$ cat config.mk
export PLATFORM = sky130hd
export DESIGN_NAME = pfpc_top
export DESIGN_NICKNAME = d
export VERILOG_FILES = /design/src/pfpc_pad.v /design/src/pfpc_top.v
export VERILOG_INCLUDE_DIRS = /design/src
export SDC_FILE = /design/constraint.sdc
export NUM_CORES = 1
export LEC_CHECK = 0
export ABC_AREA = 1
export BUFFER_PORTS_ARGS = -buffer_cell sky130_fd_sc_hd__buf_4
export CAP_MARGIN = 0
export CORE_MARGIN = 2
export CORE_UTILIZATION = 50
export CTS_CLUSTER_DIAMETER = 60
export CTS_CLUSTER_SIZE = 12
export DETAILED_ROUTE_END_ITERATION = 6
export PLACE_DENSITY = 0.83
export SYNTH_ARGS = -nofsm -noshare
export SYNTH_HDL_FRONTEND = slang
export SYNTH_HIERARCHICAL = 1
export SYNTH_SLANG_ARGS = --single-unit
$ cat constraint.sdc
create_clock -name pclk -period 3.9 [get_ports pclk]
set_clock_uncertainty 0.2 [all_clocks]
set_input_delay 0.39 -clock pclk [delete_from_list [all_inputs] [get_ports pclk]]
set_output_delay 0.39 -clock pclk [all_outputs]
set_load 0.01 [all_outputs]
$ cat src/pfpc_defines.vh
// constants for the pin function and pad control block
`ifndef PFPC_DEFINES_VH
`define PFPC_DEFINES_VH

`define PFPC_NPINS        6
`define PFPC_ADDR_W       8

`define PFPC_OFS_SOPT     8'h00
`define PFPC_OFS_FRST     8'h04
`define PFPC_OFS_PULL     8'h08
`define PFPC_OFS_SLEW     8'h0C
`define PFPC_OFS_DRIVE    8'h10
`define PFPC_OFS_STATUS   8'h14

`define PFPC_BIT_RPE      0
`define PFPC_BIT_DPE      1
`define PFPC_BIT_FRST     0

`define PFPC_ST_BDM       0
`define PFPC_ST_PINRST    1
`define PFPC_ST_FRCRST    2
`define PFPC_ST_LVL_LO    8

`define PFPC_PIN_DBG      4
`define PFPC_PIN_RST      5
`define PFPC_NANA         4
`define PFPC_NTIMOUT      2

`define PFPC_PULL_RST     6'h00
`define PFPC_SLEW_RST     6'h10
`define PFPC_DRIVE_RST    6'h00

`define PFPC_RST_HOLD     4'h8
`define PFPC_BIT_CYC      5'h10
`define PFPC_ICS_MHZ      16
`define PFPC_BUS_MHZ      4

`define PFPC_SRC_POR      2'h0
`define PFPC_SRC_PIN      2'h1
`define PFPC_SRC_FRC      2'h2
`define PFPC_SRC_OTH      2'h3

`endif

$ cat src/pfpc_pad.v
// one pad: output enable, data and pull/slew/drive resolution
`timescale 1ns/1ns
module pfpc_pad (
  // clock and reset
  input  wire pclk,
  input  wire presetn,
  input  wire ce,
  input  wire sys_rst,
  // owning function
  input  wire own_drive,
  input  wire own_data,
  input  wire own_analog,
  input  wire own_rise,
  input  wire force_pull,
  // per-pin control bits
  input  wire pull_bit,
  input  wire slew_bit,
  input  wire drive_bit,
  // pad side
  output reg  pad_out,
  output reg  pad_oe_n,
  output reg  pad_pull_en,
  output reg  pad_pull_dn,
  output reg  pad_slew_en,
  output reg  pad_drive_hi
);

  wire pull_w;

  // pull dropped while driven or analog, forced on for reset/debug functions
  assign pull_w = force_pull | (pull_bit & ~own_drive & ~own_analog);

  always @(posedge pclk or negedge presetn) begin
    if (!presetn) begin
      pad_out      <= 1'b0;
      pad_oe_n     <= 1'b1;
      pad_pull_en  <= 1'b0;
      pad_pull_dn  <= 1'b0;
      pad_slew_en  <= 1'b0;
      pad_drive_hi <= 1'b0;
    end else if (ce) begin
      if (sys_rst) begin
        pad_out      <= 1'b0;
        pad_oe_n     <= ~force_pull | 1'b1;
        pad_pull_en  <= force_pull;
        pad_pull_dn  <= 1'b0;
        pad_slew_en  <= 1'b0;
        pad_drive_hi <= 1'b0;
      end else begin
        pad_out      <= own_data;
        pad_oe_n     <= ~own_drive;
        pad_pull_en  <= pull_w;
        pad_pull_dn  <= pull_w & ~force_pull & own_rise;
        pad_slew_en  <= slew_bit & own_drive;
        pad_drive_hi <= drive_bit & own_drive;
      end
    end
  end

endmodule // pfpc_pad

$ cat src/pfpc_top.v
// pin function multiplexing, mode selection at reset and pad control
`timescale 1ns/1ns
`include "pfpc_defines.vh"
module pfpc_top #(
  parameter NPINS = `PFPC_NPINS
) (
  // apb clock, reset, enable
  input  wire             pclk,
  input  wire             presetn,
  input  wire             ce,
  // apb slave
  input  wire             psel,
  input  wire             penable,
  input  wire             pwrite,
  input  wire [31:0]      paddr,
  input  wire [31:0]      pwdata,
  output reg  [31:0]      prdata,
  output wire             pready,
  output wire             pslverr,
  // port logic
  input  wire [NPINS-1:0] port_dir,
  input  wire [NPINS-1:0] port_data,
  output reg  [NPINS-1:0] port_in,
  // peripherals on pins 0..3
  input  wire [3:0]       kbd_en,
  input  wire [3:0]       kbd_rise,
  input  wire [3:0]       tim1_en,
  input  wire [1:0]       tim1_out_en,
  input  wire [1:0]       tim1_out,
  input  wire [3:0]       adc_en,
  input  wire [3:0]       ana2_en,
  // peripherals on pins 4 and 5
  input  wire             tim2_out_en,
  input  wire             tim2_out,
  input  wire             tim2_cap_en,
  input  wire             irq_en,
  input  wire             irq_rise,
  output reg              second_timer_capture_input,
  output reg              irq_level,
  // debug controller
  input  wire             bdc_drive_low,
  input  wire             bdc_speedup,
  output reg              bdc_bit_tick,
  output reg              background_debug_mode,
  // reset control
  input  wire             other_rst_req,
  output wire             sys_rst_n,
  // clock defaults
  output reg              clk_internal_sel,
  output reg  [3:0]       bus_clk_div,
  // pads
  input  wire [NPINS-1:0] pad_in,
  output wire [NPINS-1:0] pad_out,
  output wire [NPINS-1:0] pad_oe_n,
  output wire [NPINS-1:0] pad_pull_en,
  output wire [NPINS-1:0] pad_pull_dn,
  output wire [NPINS-1:0] pad_slew_en,
  output wire [NPINS-1:0] pad_drive_hi
);

  localparam DBG = `PFPC_PIN_DBG;
  localparam RST = `PFPC_PIN_RST;
  localparam [31:0] BUS_DIV = `PFPC_ICS_MHZ / `PFPC_BUS_MHZ;

  ////////////////////////////////////////////////////////////////////////
  // registers

  reg             reset_pin_enable;
  reg             debug_pin_enable;
  reg [NPINS-1:0] pull_reg;
  reg [NPINS-1:0] slew_reg;
  reg [NPINS-1:0] drive_reg;
  reg             pin_rst_seen_reg;
  reg             frc_rst_seen_reg;
  reg [3:0]       rst_cnt_reg;
  reg [1:0]       rst_src_reg;
  reg [4:0]       bit_cnt_reg;

  wire            sys_rst;
  wire            last_rst;
  wire            ms_low;
  wire            pin_rst_req;
  wire            frc_req;

  // apb decode
  function map_hit;
    input [31:0] a;
    begin
      if (a[31:`PFPC_ADDR_W] != 24'h00_0000)
        map_hit = 1'b0;
      else if (a[7:0] == `PFPC_OFS_SOPT)
        map_hit = 1'b1;
      else if (a[7:0] == `PFPC_OFS_FRST)
        map_hit = 1'b1;
      else if (a[7:0] == `PFPC_OFS_PULL)
        map_hit = 1'b1;
      else if (a[7:0] == `PFPC_OFS_SLEW)
        map_hit = 1'b1;
      else if (a[7:0] == `PFPC_OFS_DRIVE)
        map_hit = 1'b1;
      else if (a[7:0] == `PFPC_OFS_STATUS)
        map_hit = 1'b1;
      else
        map_hit = 1'b0;
    end
  endfunction

  function is_reg;
    input [31:0] a;
    input [7:0]  ofs;
    begin
      is_reg = (a[31:`PFPC_ADDR_W] == 24'h00_0000) && (a[7:0] == ofs);
    end
  endfunction

  wire acc    = psel & penable & ce;
  wire wr_acc = acc & pwrite & map_hit(paddr);

  assign pready  = ce;
  assign pslverr = psel & penable & ~map_hit(paddr);

  assign frc_req = wr_acc & is_reg(paddr, `PFPC_OFS_FRST) & pwdata[`PFPC_BIT_FRST];

  ////////////////////////////////////////////////////////////////////////
  // reset stretch and mode selection

  assign sys_rst     = (rst_cnt_reg != 4'h0);
  assign sys_rst_n   = ~sys_rst;
  assign last_rst    = (rst_cnt_reg == 4'h1);
  assign ms_low      = ~pad_in[DBG];
  // pin heard only once its pullup is on, so a floating pin cannot trip it
  assign pin_rst_req = reset_pin_enable & pad_pull_en[RST] & ~pad_in[RST];

  always @(posedge pclk or negedge presetn) begin
    if (!presetn) begin
      rst_cnt_reg           <= `PFPC_RST_HOLD;
      rst_src_reg           <= `PFPC_SRC_POR;
      background_debug_mode <= 1'b0;
      reset_pin_enable      <= 1'b0;
      pin_rst_seen_reg      <= 1'b0;
      frc_rst_seen_reg      <= 1'b0;
    end else if (ce) begin
      if (pin_rst_req) begin
        rst_cnt_reg      <= `PFPC_RST_HOLD;
        rst_src_reg      <= `PFPC_SRC_PIN;
        pin_rst_seen_reg <= 1'b1;
        frc_rst_seen_reg <= 1'b0;
      end else if (frc_req) begin
        rst_cnt_reg      <= `PFPC_RST_HOLD;
        rst_src_reg      <= `PFPC_SRC_FRC;
        frc_rst_seen_reg <= 1'b1;
        pin_rst_seen_reg <= 1'b0;
      end else if (other_rst_req) begin
        rst_cnt_reg      <= `PFPC_RST_HOLD;
        rst_src_reg      <= `PFPC_SRC_OTH;
        pin_rst_seen_reg <= 1'b0;
        frc_rst_seen_reg <= 1'b0;
      end else if (sys_rst) begin
        rst_cnt_reg <= rst_cnt_reg - 4'h1;
      end
      // mode caught at the rising edge of internal reset
      if (last_rst && !pin_rst_req && !frc_req && !other_rst_req) begin
        if ((rst_src_reg == `PFPC_SRC_POR) || (rst_src_reg == `PFPC_SRC_FRC))
          background_debug_mode <= ms_low;
        else
          background_debug_mode <= 1'b0;
        if ((rst_src_reg == `PFPC_SRC_POR) && ms_low)
          reset_pin_enable <= 1'b1;
      end else if (!sys_rst && wr_acc && is_reg(paddr, `PFPC_OFS_SOPT) && pwdata[`PFPC_BIT_RPE]) begin
        reset_pin_enable <= 1'b1;
      end
    end
  end

  ////////////////////////////////////////////////////////////////////////
  // software control registers

  always @(posedge pclk or negedge presetn) begin
    if (!presetn) begin
      debug_pin_enable <= 1'b1;
      pull_reg         <= `PFPC_PULL_RST;
      slew_reg         <= `PFPC_SLEW_RST;
      drive_reg        <= `PFPC_DRIVE_RST;
    end else if (ce) begin
      if (sys_rst) begin
        debug_pin_enable <= 1'b1;
        pull_reg         <= `PFPC_PULL_RST;
        slew_reg         <= `PFPC_SLEW_RST;
        drive_reg        <= `PFPC_DRIVE_RST;
      end else if (wr_acc) begin
        if (is_reg(paddr, `PFPC_OFS_SOPT))
          debug_pin_enable <= pwdata[`PFPC_BIT_DPE];
        else if (is_reg(paddr, `PFPC_OFS_PULL))
          pull_reg <= pwdata[NPINS-1:0];
        else if (is_reg(paddr, `PFPC_OFS_SLEW))
          slew_reg <= pwdata[NPINS-1:0];
        else if (is_reg(paddr, `PFPC_OFS_DRIVE))
          drive_reg <= pwdata[NPINS-1:0];
      end
    end
  end

  // read data captured in the setup cycle
  always @(posedge pclk or negedge presetn) begin
    if (!presetn) begin
      prdata <= 32'h0000_0000;
    end else if (ce && psel && !penable) begin
      if (is_reg(paddr, `PFPC_OFS_SOPT))
        prdata <= {30'h0000_0000, debug_pin_enable, reset_pin_enable};
      else if (is_reg(paddr, `PFPC_OFS_PULL))
        prdata <= {{(32-NPINS){1'b0}}, pull_reg};
      else if (is_reg(paddr, `PFPC_OFS_SLEW))
        prdata <= {{(32-NPINS){1'b0}}, slew_reg};
      else if (is_reg(paddr, `PFPC_OFS_DRIVE))
        prdata <= {{(32-NPINS){1'b0}}, drive_reg};
      else if (is_reg(paddr, `PFPC_OFS_STATUS))
        prdata <= {{(24-NPINS){1'b0}}, pad_in, 5'h00,
                   frc_rst_seen_reg, pin_rst_seen_reg, background_debug_mode};
      else
        prdata <= 32'h0000_0000;
    end
  end

  ////////////////////////////////////////////////////////////////////////
  // function priority per pin

  reg [NPINS-1:0] own_drive;
  reg [NPINS-1:0] own_data;
  reg [NPINS-1:0] own_analog;
  reg [NPINS-1:0] own_rise;
  reg [NPINS-1:0] force_pull;
  integer         i;

  always @* begin
    own_drive  = {NPINS{1'b0}};
    own_data   = {NPINS{1'b0}};
    own_analog = {NPINS{1'b0}};
    own_rise   = {NPINS{1'b0}};
    force_pull = {NPINS{1'b0}};
    for (i = 0; i < `PFPC_NANA; i = i + 1) begin
      if (adc_en[i] || ana2_en[i]) begin
        own_analog[i] = 1'b1;
      end else if (tim1_en[i]) begin
        if (i < `PFPC_NTIMOUT) begin
          own_drive[i] = tim1_out_en[i];
          own_data[i]  = tim1_out[i];
        end
      end else if (kbd_en[i]) begin
        own_rise[i] = kbd_rise[i];
      end else begin
        own_drive[i] = port_dir[i];
        own_data[i]  = port_data[i];
      end
    end
    // debug pin: pseudo open drain with brief speedup pulses
    if (debug_pin_enable) begin
      own_drive[DBG]  = bdc_drive_low | bdc_speedup;
      own_data[DBG]   = bdc_speedup;
      force_pull[DBG] = 1'b1;
    end else if (tim2_out_en) begin
      own_drive[DBG] = 1'b1;
      own_data[DBG]  = tim2_out;
    end else begin
      own_drive[DBG] = port_dir[DBG];
      own_data[DBG]  = port_data[DBG];
    end
    // input-only pin
    if (reset_pin_enable) begin
      force_pull[RST] = 1'b1;
    end else if (irq_en) begin
      own_rise[RST] = irq_rise;
    end
  end

  // pin-level routing to functions
  always @(posedge pclk or negedge presetn) begin
    if (!presetn) begin
      port_in                    <= {NPINS{1'b0}};
      second_timer_capture_input <= 1'b0;
      irq_level                  <= 1'b0;
    end else if (ce) begin
      port_in                    <= pad_in & ~own_analog;
      second_timer_capture_input <= tim2_cap_en & ~reset_pin_enable & ~irq_en & pad_in[RST];
      irq_level                  <= irq_en & ~reset_pin_enable & pad_in[RST];
    end
  end

  ////////////////////////////////////////////////////////////////////////
  // debug bit timing and clock defaults

  always @(posedge pclk or negedge presetn) begin
    if (!presetn) begin
      bit_cnt_reg      <= 5'h00;
      bdc_bit_tick     <= 1'b0;
      clk_internal_sel <= 1'b1;
      bus_clk_div      <= 4'h0;
    end else if (ce) begin
      if (sys_rst) begin
        clk_internal_sel <= 1'b1;
        bus_clk_div      <= BUS_DIV[3:0];
      end
      if (!debug_pin_enable || sys_rst) begin
        bit_cnt_reg  <= 5'h00;
        bdc_bit_tick <= 1'b0;
      end else if (bit_cnt_reg == `PFPC_BIT_CYC - 5'h01) begin
        bit_cnt_reg  <= 5'h00;
        bdc_bit_tick <= 1'b1;
      end else begin
        bit_cnt_reg  <= bit_cnt_reg + 5'h01;
        bdc_bit_tick <= 1'b0;
      end
    end
  end

  ////////////////////////////////////////////////////////////////////////
  // pads

  genvar g;
  generate
    for (g = 0; g < NPINS; g = g + 1) begin : pads
      pfpc_pad u_pad (
        .pclk        (pclk),
        .presetn     (presetn),
        .ce          (ce),
        .sys_rst     (sys_rst),
        .own_drive   (own_drive[g]),
        .own_data    (own_data[g]),
        .own_analog  (own_analog[g]),
        .own_rise    (own_rise[g]),
        .force_pull  (force_pull[g]),
        .pull_bit    (pull_reg[g]),
        .slew_bit    (slew_reg[g]),
        .drive_bit   (drive_reg[g]),
        .pad_out     (pad_out[g]),
        .pad_oe_n    (pad_oe_n[g]),
        .pad_pull_en (pad_pull_en[g]),
        .pad_pull_dn (pad_pull_dn[g]),
        .pad_slew_en (pad_slew_en[g]),
        .pad_drive_hi(pad_drive_hi[g])
      );
    end
  endgenerate

endmodule // pfpc_top

Word-level counts from Yosys, hierarchy flattened
Index checks and enable logic that the tools add are counted.
- word-level logic and storage cells: 300
- flip-flop bits (word level): 107
- input port bits: 120
- output and inout bits: 86
- eq/ne operators: 12
- add/sub/neg operators: 2
- bitwise logic cells: 60
- reduce and logical (&&, ||, !) cells: 49
- muxes and demuxes: 129
- operator list (kind ; count):
    1-bit 2-to-1 mux ; 100
    6-bit 2-to-1 mux ; 15
    14-bit 2-to-1 mux ; 5
    1-bit bitwise AND ; 39
    24-bit zero test ; 1
    24-bit nonzero test ; 1
    8-bit by 4-bit == test with 1-bit output, second input constant ; 2
    8-bit by 5-bit == test with 1-bit output, second input constant ; 2
    4-bit 2-to-1 mux ; 4
    1-bit inverter ; 16
    1-bit logical AND ; 15
    2-bit nonzero test ; 6
    5-bit 2-to-1 mux ; 2
    8-bit by 3-bit == test with 1-bit output, second input constant ; 1
    8-bit zero test ; 1
    2-bit AND reduction ; 4
    4-bit nonzero test ; 2
    6-bit bitwise AND ; 1
    1-bit zero test ; 6
    1-bit logical OR ; 6
    2-bit 2-to-1 mux ; 3
    2-bit != test, second input constant ; 3
    4-bit inverter with 6-bit output ; 1
    3-bit AND reduction ; 2
    other kinds (12) ; 14

Logic depth before layout (Yosys ltp)
- word-level depth: 16
- mapped depth: 12
- depth with buffers taken out: 11

By module
Netlist, hierarchy kept.
- by module, submodules not included (module ; area an instance (sq um) ; times used ; cells each ; sequential area each (sq um)):
    pfpc_top ; 3325.7 ; 1 ; 434 ; 1405.1
    pfpc_pad ; 266.5 ; 6 ; 30 ; 151.4

Worst setup path before layout
No wires, ideal clock.
- path kind: register to register
- from: reg rst_cnt_reg[0]
- to: reg slew_reg[2]
- library setup time: 0.121 ns
- stages on the path, launching flop included: 12
- path buffers: 1
- period minus slack after synthesis: 1.849 ns
- arrival time: 1.528 ns
- slack: 2.051 ns
- data required time: 3.579 ns
- path through: dfrtp_1 > inv_1 > ha_1 > nand2_4 > inv_2 > nor2_4 > inv_2 > nand2_2 > nand2_1 > buf_6 > nand2_1 > o21ai_2
- longest elaborated chain between the ends: 3
- elaborated cells between the ends (all ways): 7
- those cells by class: 2 x eq/ne; 1 x mux; 4 x reduce/logical
- RTL lines (item ; line ; text):
    start: declaration ; pfpc_top.v:75 ; reg [3:0] rst_cnt_reg;
    start signal: assignment ; pfpc_top.v:136 ; rst_cnt_reg <= `PFPC_RST_HOLD;
    start signal: assignment ; pfpc_top.v:144 ; rst_cnt_reg <= `PFPC_RST_HOLD;
    start signal: assignment ; pfpc_top.v:149 ; rst_cnt_reg <= `PFPC_RST_HOLD;
    4-bit nonzero test (*) ; pfpc_top.v:127 ; assign sys_rst = (rst_cnt_reg != 4'h0);
    named net sys_rst ; pfpc_top.v:79 ; wire sys_rst;
    2-bit != test (no line) or 2-bit nonzero test (tied branches) ; - ;
    5-bit AND reduction (no line) ; - ;
    end signal: assignment ; pfpc_top.v:182 ; slew_reg <= `PFPC_SLEW_RST;
    end signal: assignment ; pfpc_top.v:188 ; slew_reg <= `PFPC_SLEW_RST;
    end signal: assignment ; pfpc_top.v:196 ; slew_reg <= pwdata[NPINS-1:0];
    end: declaration ; pfpc_top.v:71 ; reg [NPINS-1:0] slew_reg;
The timed path passes the listed nets; every way through them passes the cells marked *.
A chain may end at the register's enable or synchronous reset.

Final worst setup path
Same ends and word-level chain as after synthesis.

==> flow_summary.ini <==
[critical_path]
crit_family = simple AND/OR/NAND/NOR gates
critical_path_buf_inv_count = 3
critical_path_required_ps = 3940
cp_slowest_stage_delay_ps = 380
timing.rr.end = slew_reg[2]$_DFFE_PN0P_
cp-end-kind = flop
cp_cell_sequence = inv_1 -> ha_1 -> nand2_4 -> inv_2 -> nor2_4 -> inv_2 -> nand2_2 -> nand2_1 -> nand2_1 -> o21ai_2
start_kind = flop
r2r_start = rst_cnt_reg[0]$_DFFE_PN0P_
rrSetupSlack_ps = 1520
crit_slowest_cell = dfrtp_1
worst-path-max-fanout = 20
r2r_cells = 10
worstSetupPathType = flop to flop
cp.arrival_ps = 2410

[floorplan]
die_x_um = 103
fp.dieArea_um2 = 10700
fp.coreArea_um2 = 9680
die_y_um = 103
ios = 206
start_util_pct = 50.9
rows = 36

[finish]
final_core_utilization_pct = 66.0
insertedDiodeCount = 0
largest_register_ffs = 12
multi_input_area_um2 = 2200
fillers = 836
regArea_um2 = 2310
layout-drive-gt1-share_pct = 32.1
regMostFlops = prdata
layout_common_cells = nand2_1, buf_4, dfrtp_1
area_growth_pct = 29.7
nets = 908

[clocking]
cts_setup_buffers = 0
htreeDepth = 3
clock-root-buffer = clkbuf_8
cts_tree = done
hold_buffers = 2
clk_path_buf_depth = 2
clk_pin_slew_ps = 90
cts_made_buffers = 9
clkSinkCount = 92
post_cts_resized = 0
clock_latency_ps = 360

[logic_synthesis]
synthCells = 614
ys_ff_latch = 92
synth_cell_types = 38
ys.flop_type = dfrtp_1
async_flop_share_pct = 100
synthTopCellsByArea = dfrtp_1, nand2_1, nor2_1
syn_area_um2 = 4920
synth_edf_count = 0
yosysTopAreaCell = dfrtp_1
ys_warn_count = 6
synth_top_area_share_pct = 42.2
syn_area_per_cell_um2 = 8.02
yosysSeqAreaShare_pct = 47.0

[worst_hold_path]
hold_depth = 3
worstHoldPathType = input pin to flop
min-delay-start = pad_in[5]
hold_end = port_in[5]$_DFFE_PN0P_

[place]
dp_slack_ps = 1570
gp_congestion = 0.860
hpwl_um = 9530
portBuffers = 153

[global_route]
grt_pass1_vias = 4280
grt_max_degree = 70
grt_overflow = 0
antenna_found_initial = 0
grt_util_all_layers_pct = 24.0
grt_pass1_wl_um = 19700

[run_status]
status = complete, no violations

[timing]
setup-violations-final = 0
rsz0062_at_grt = no
worst_slack_ps = 1520
finalHoldViolations = 0
fmax_mhz = 421
maxSlewHeadroom_pct = 41.5
fin_tns_setup_ps = 0
post-route-min-period_ps = 2380
fin_crit_sh_pct = 60.9
drv_slew = 0
tightest_slew_ps = 877

[flow_run]
drv_cap = 0

[detailed_routing]
drtAntennaViolNets = 0
wl_um = 12400
wl_per_cell_um = 13.5
drc = 0
routed_via_density = 4.93
vias = 4550
drt_first_pass_iters = 5
drtIter0Drc = 290

[power]
ir_worst_vdd_mv = 0.205
leakage_nw = 3.21
p_per_area_nw_per_um2 = 379
layer usage:
metal	up-vias	track usage, %	share of wire [%]
li1	2230	-	-
met1	2108	31.0	43
met2	193	40.5	49
met3	19	4.17	6.6
met4	0	9.11	1.8
met5	-	0	0
synth_stat cells, types with 3 or more instances:
cell type and instances:
o21ai_1 25, buf_6 3, nand3_2 7, nand2_1 155
clkbuf_1 5, ha_1 4, nor3_1 12, nor2_2 5
nor2_1 66, o21ai_2 26, inv_1 64, o31ai_1 5
nand3_1 34, nor2_4 3, buf_4 25, dfrtp_1 83
inv_2 16, dfstp_2 9, o21a_1 6, nand2_2 7
o21ai_0 9, a21oi_1 18, nand4_1 7, or2_2 4
through the flow:
step / power, W / area, um2 / cells / hold WS [ps]
finish: 0.00242 / 6390 / 922 / 82.5
global placement: 0.00170 / 6140 / 904 / 258
detailed placement: 0.00172 / 6140 / 904 / 264
global route: 0.00256 / 6390 / 922 / 103
CTS: 0.00244 / 6390 / 922 / 68.2
floorplan: 0.00152 / 5060 / 650 / -106
cell families after synthesis:
kind of cell | Yosys count | share of synthesized area (%)
other | 2 | 0.152
buffers and inverters | 114 | 11.1
AND/OR/NAND/NOR | 307 | 28.2
flip-flops | 92 | 47.0
adder cells (fa/ha/maj) | 4 | 1.02
XOR/XNOR | 3 | 0.534
AO/OA/AOI/OAI | 92 | 12.1
layout make-up:
type	instances	area share, %
clock buffers	10	2.15
clock inverters	6	1.35
multi-input cells	444	34.4
inverters	80	4.70
repair buffers	157	18.5
flip-flops and latches	92	36.2
well taps	133	2.60
report_power, final:
part	total (W)	internal, W	switching, W
combinational	0.000567	0.000213	0.000354
clock	0.000718	0.000379	0.000340
sequential	0.00114	0.00106	0.0000798
total	0.00242	0.00165	0.000773
worst max-delay path by stage:
stage                                     from  cells after the start                      end
finish              rst_cnt_reg[0]$_DFFE_PN0P_                     10  slew_reg[2]$_DFFE_PN0P_
CTS                 rst_cnt_reg[0]$_DFFE_PN0P_                     10  slew_reg[2]$_DFFE_PN0P_
detailed placement                          ce                      7   prdata[10]$_DFFE_PN0P_
floorplan           rst_cnt_reg[0]$_DFFE_PN0P_                     11  slew_reg[2]$_DFFE_PN0P_
global route        rst_cnt_reg[0]$_DFFE_PN0P_                     10  slew_reg[1]$_DFFE_PN0P_
global placement    rst_cnt_reg[0]$_DFFE_PN0P_                     10  slew_reg[2]$_DFFE_PN0P_
worst min-delay path, stage by stage:
cell and delay, ps:
buf_4 90, nand2_1 70, nand2_1 70
(Power assumes the default switching activity.)
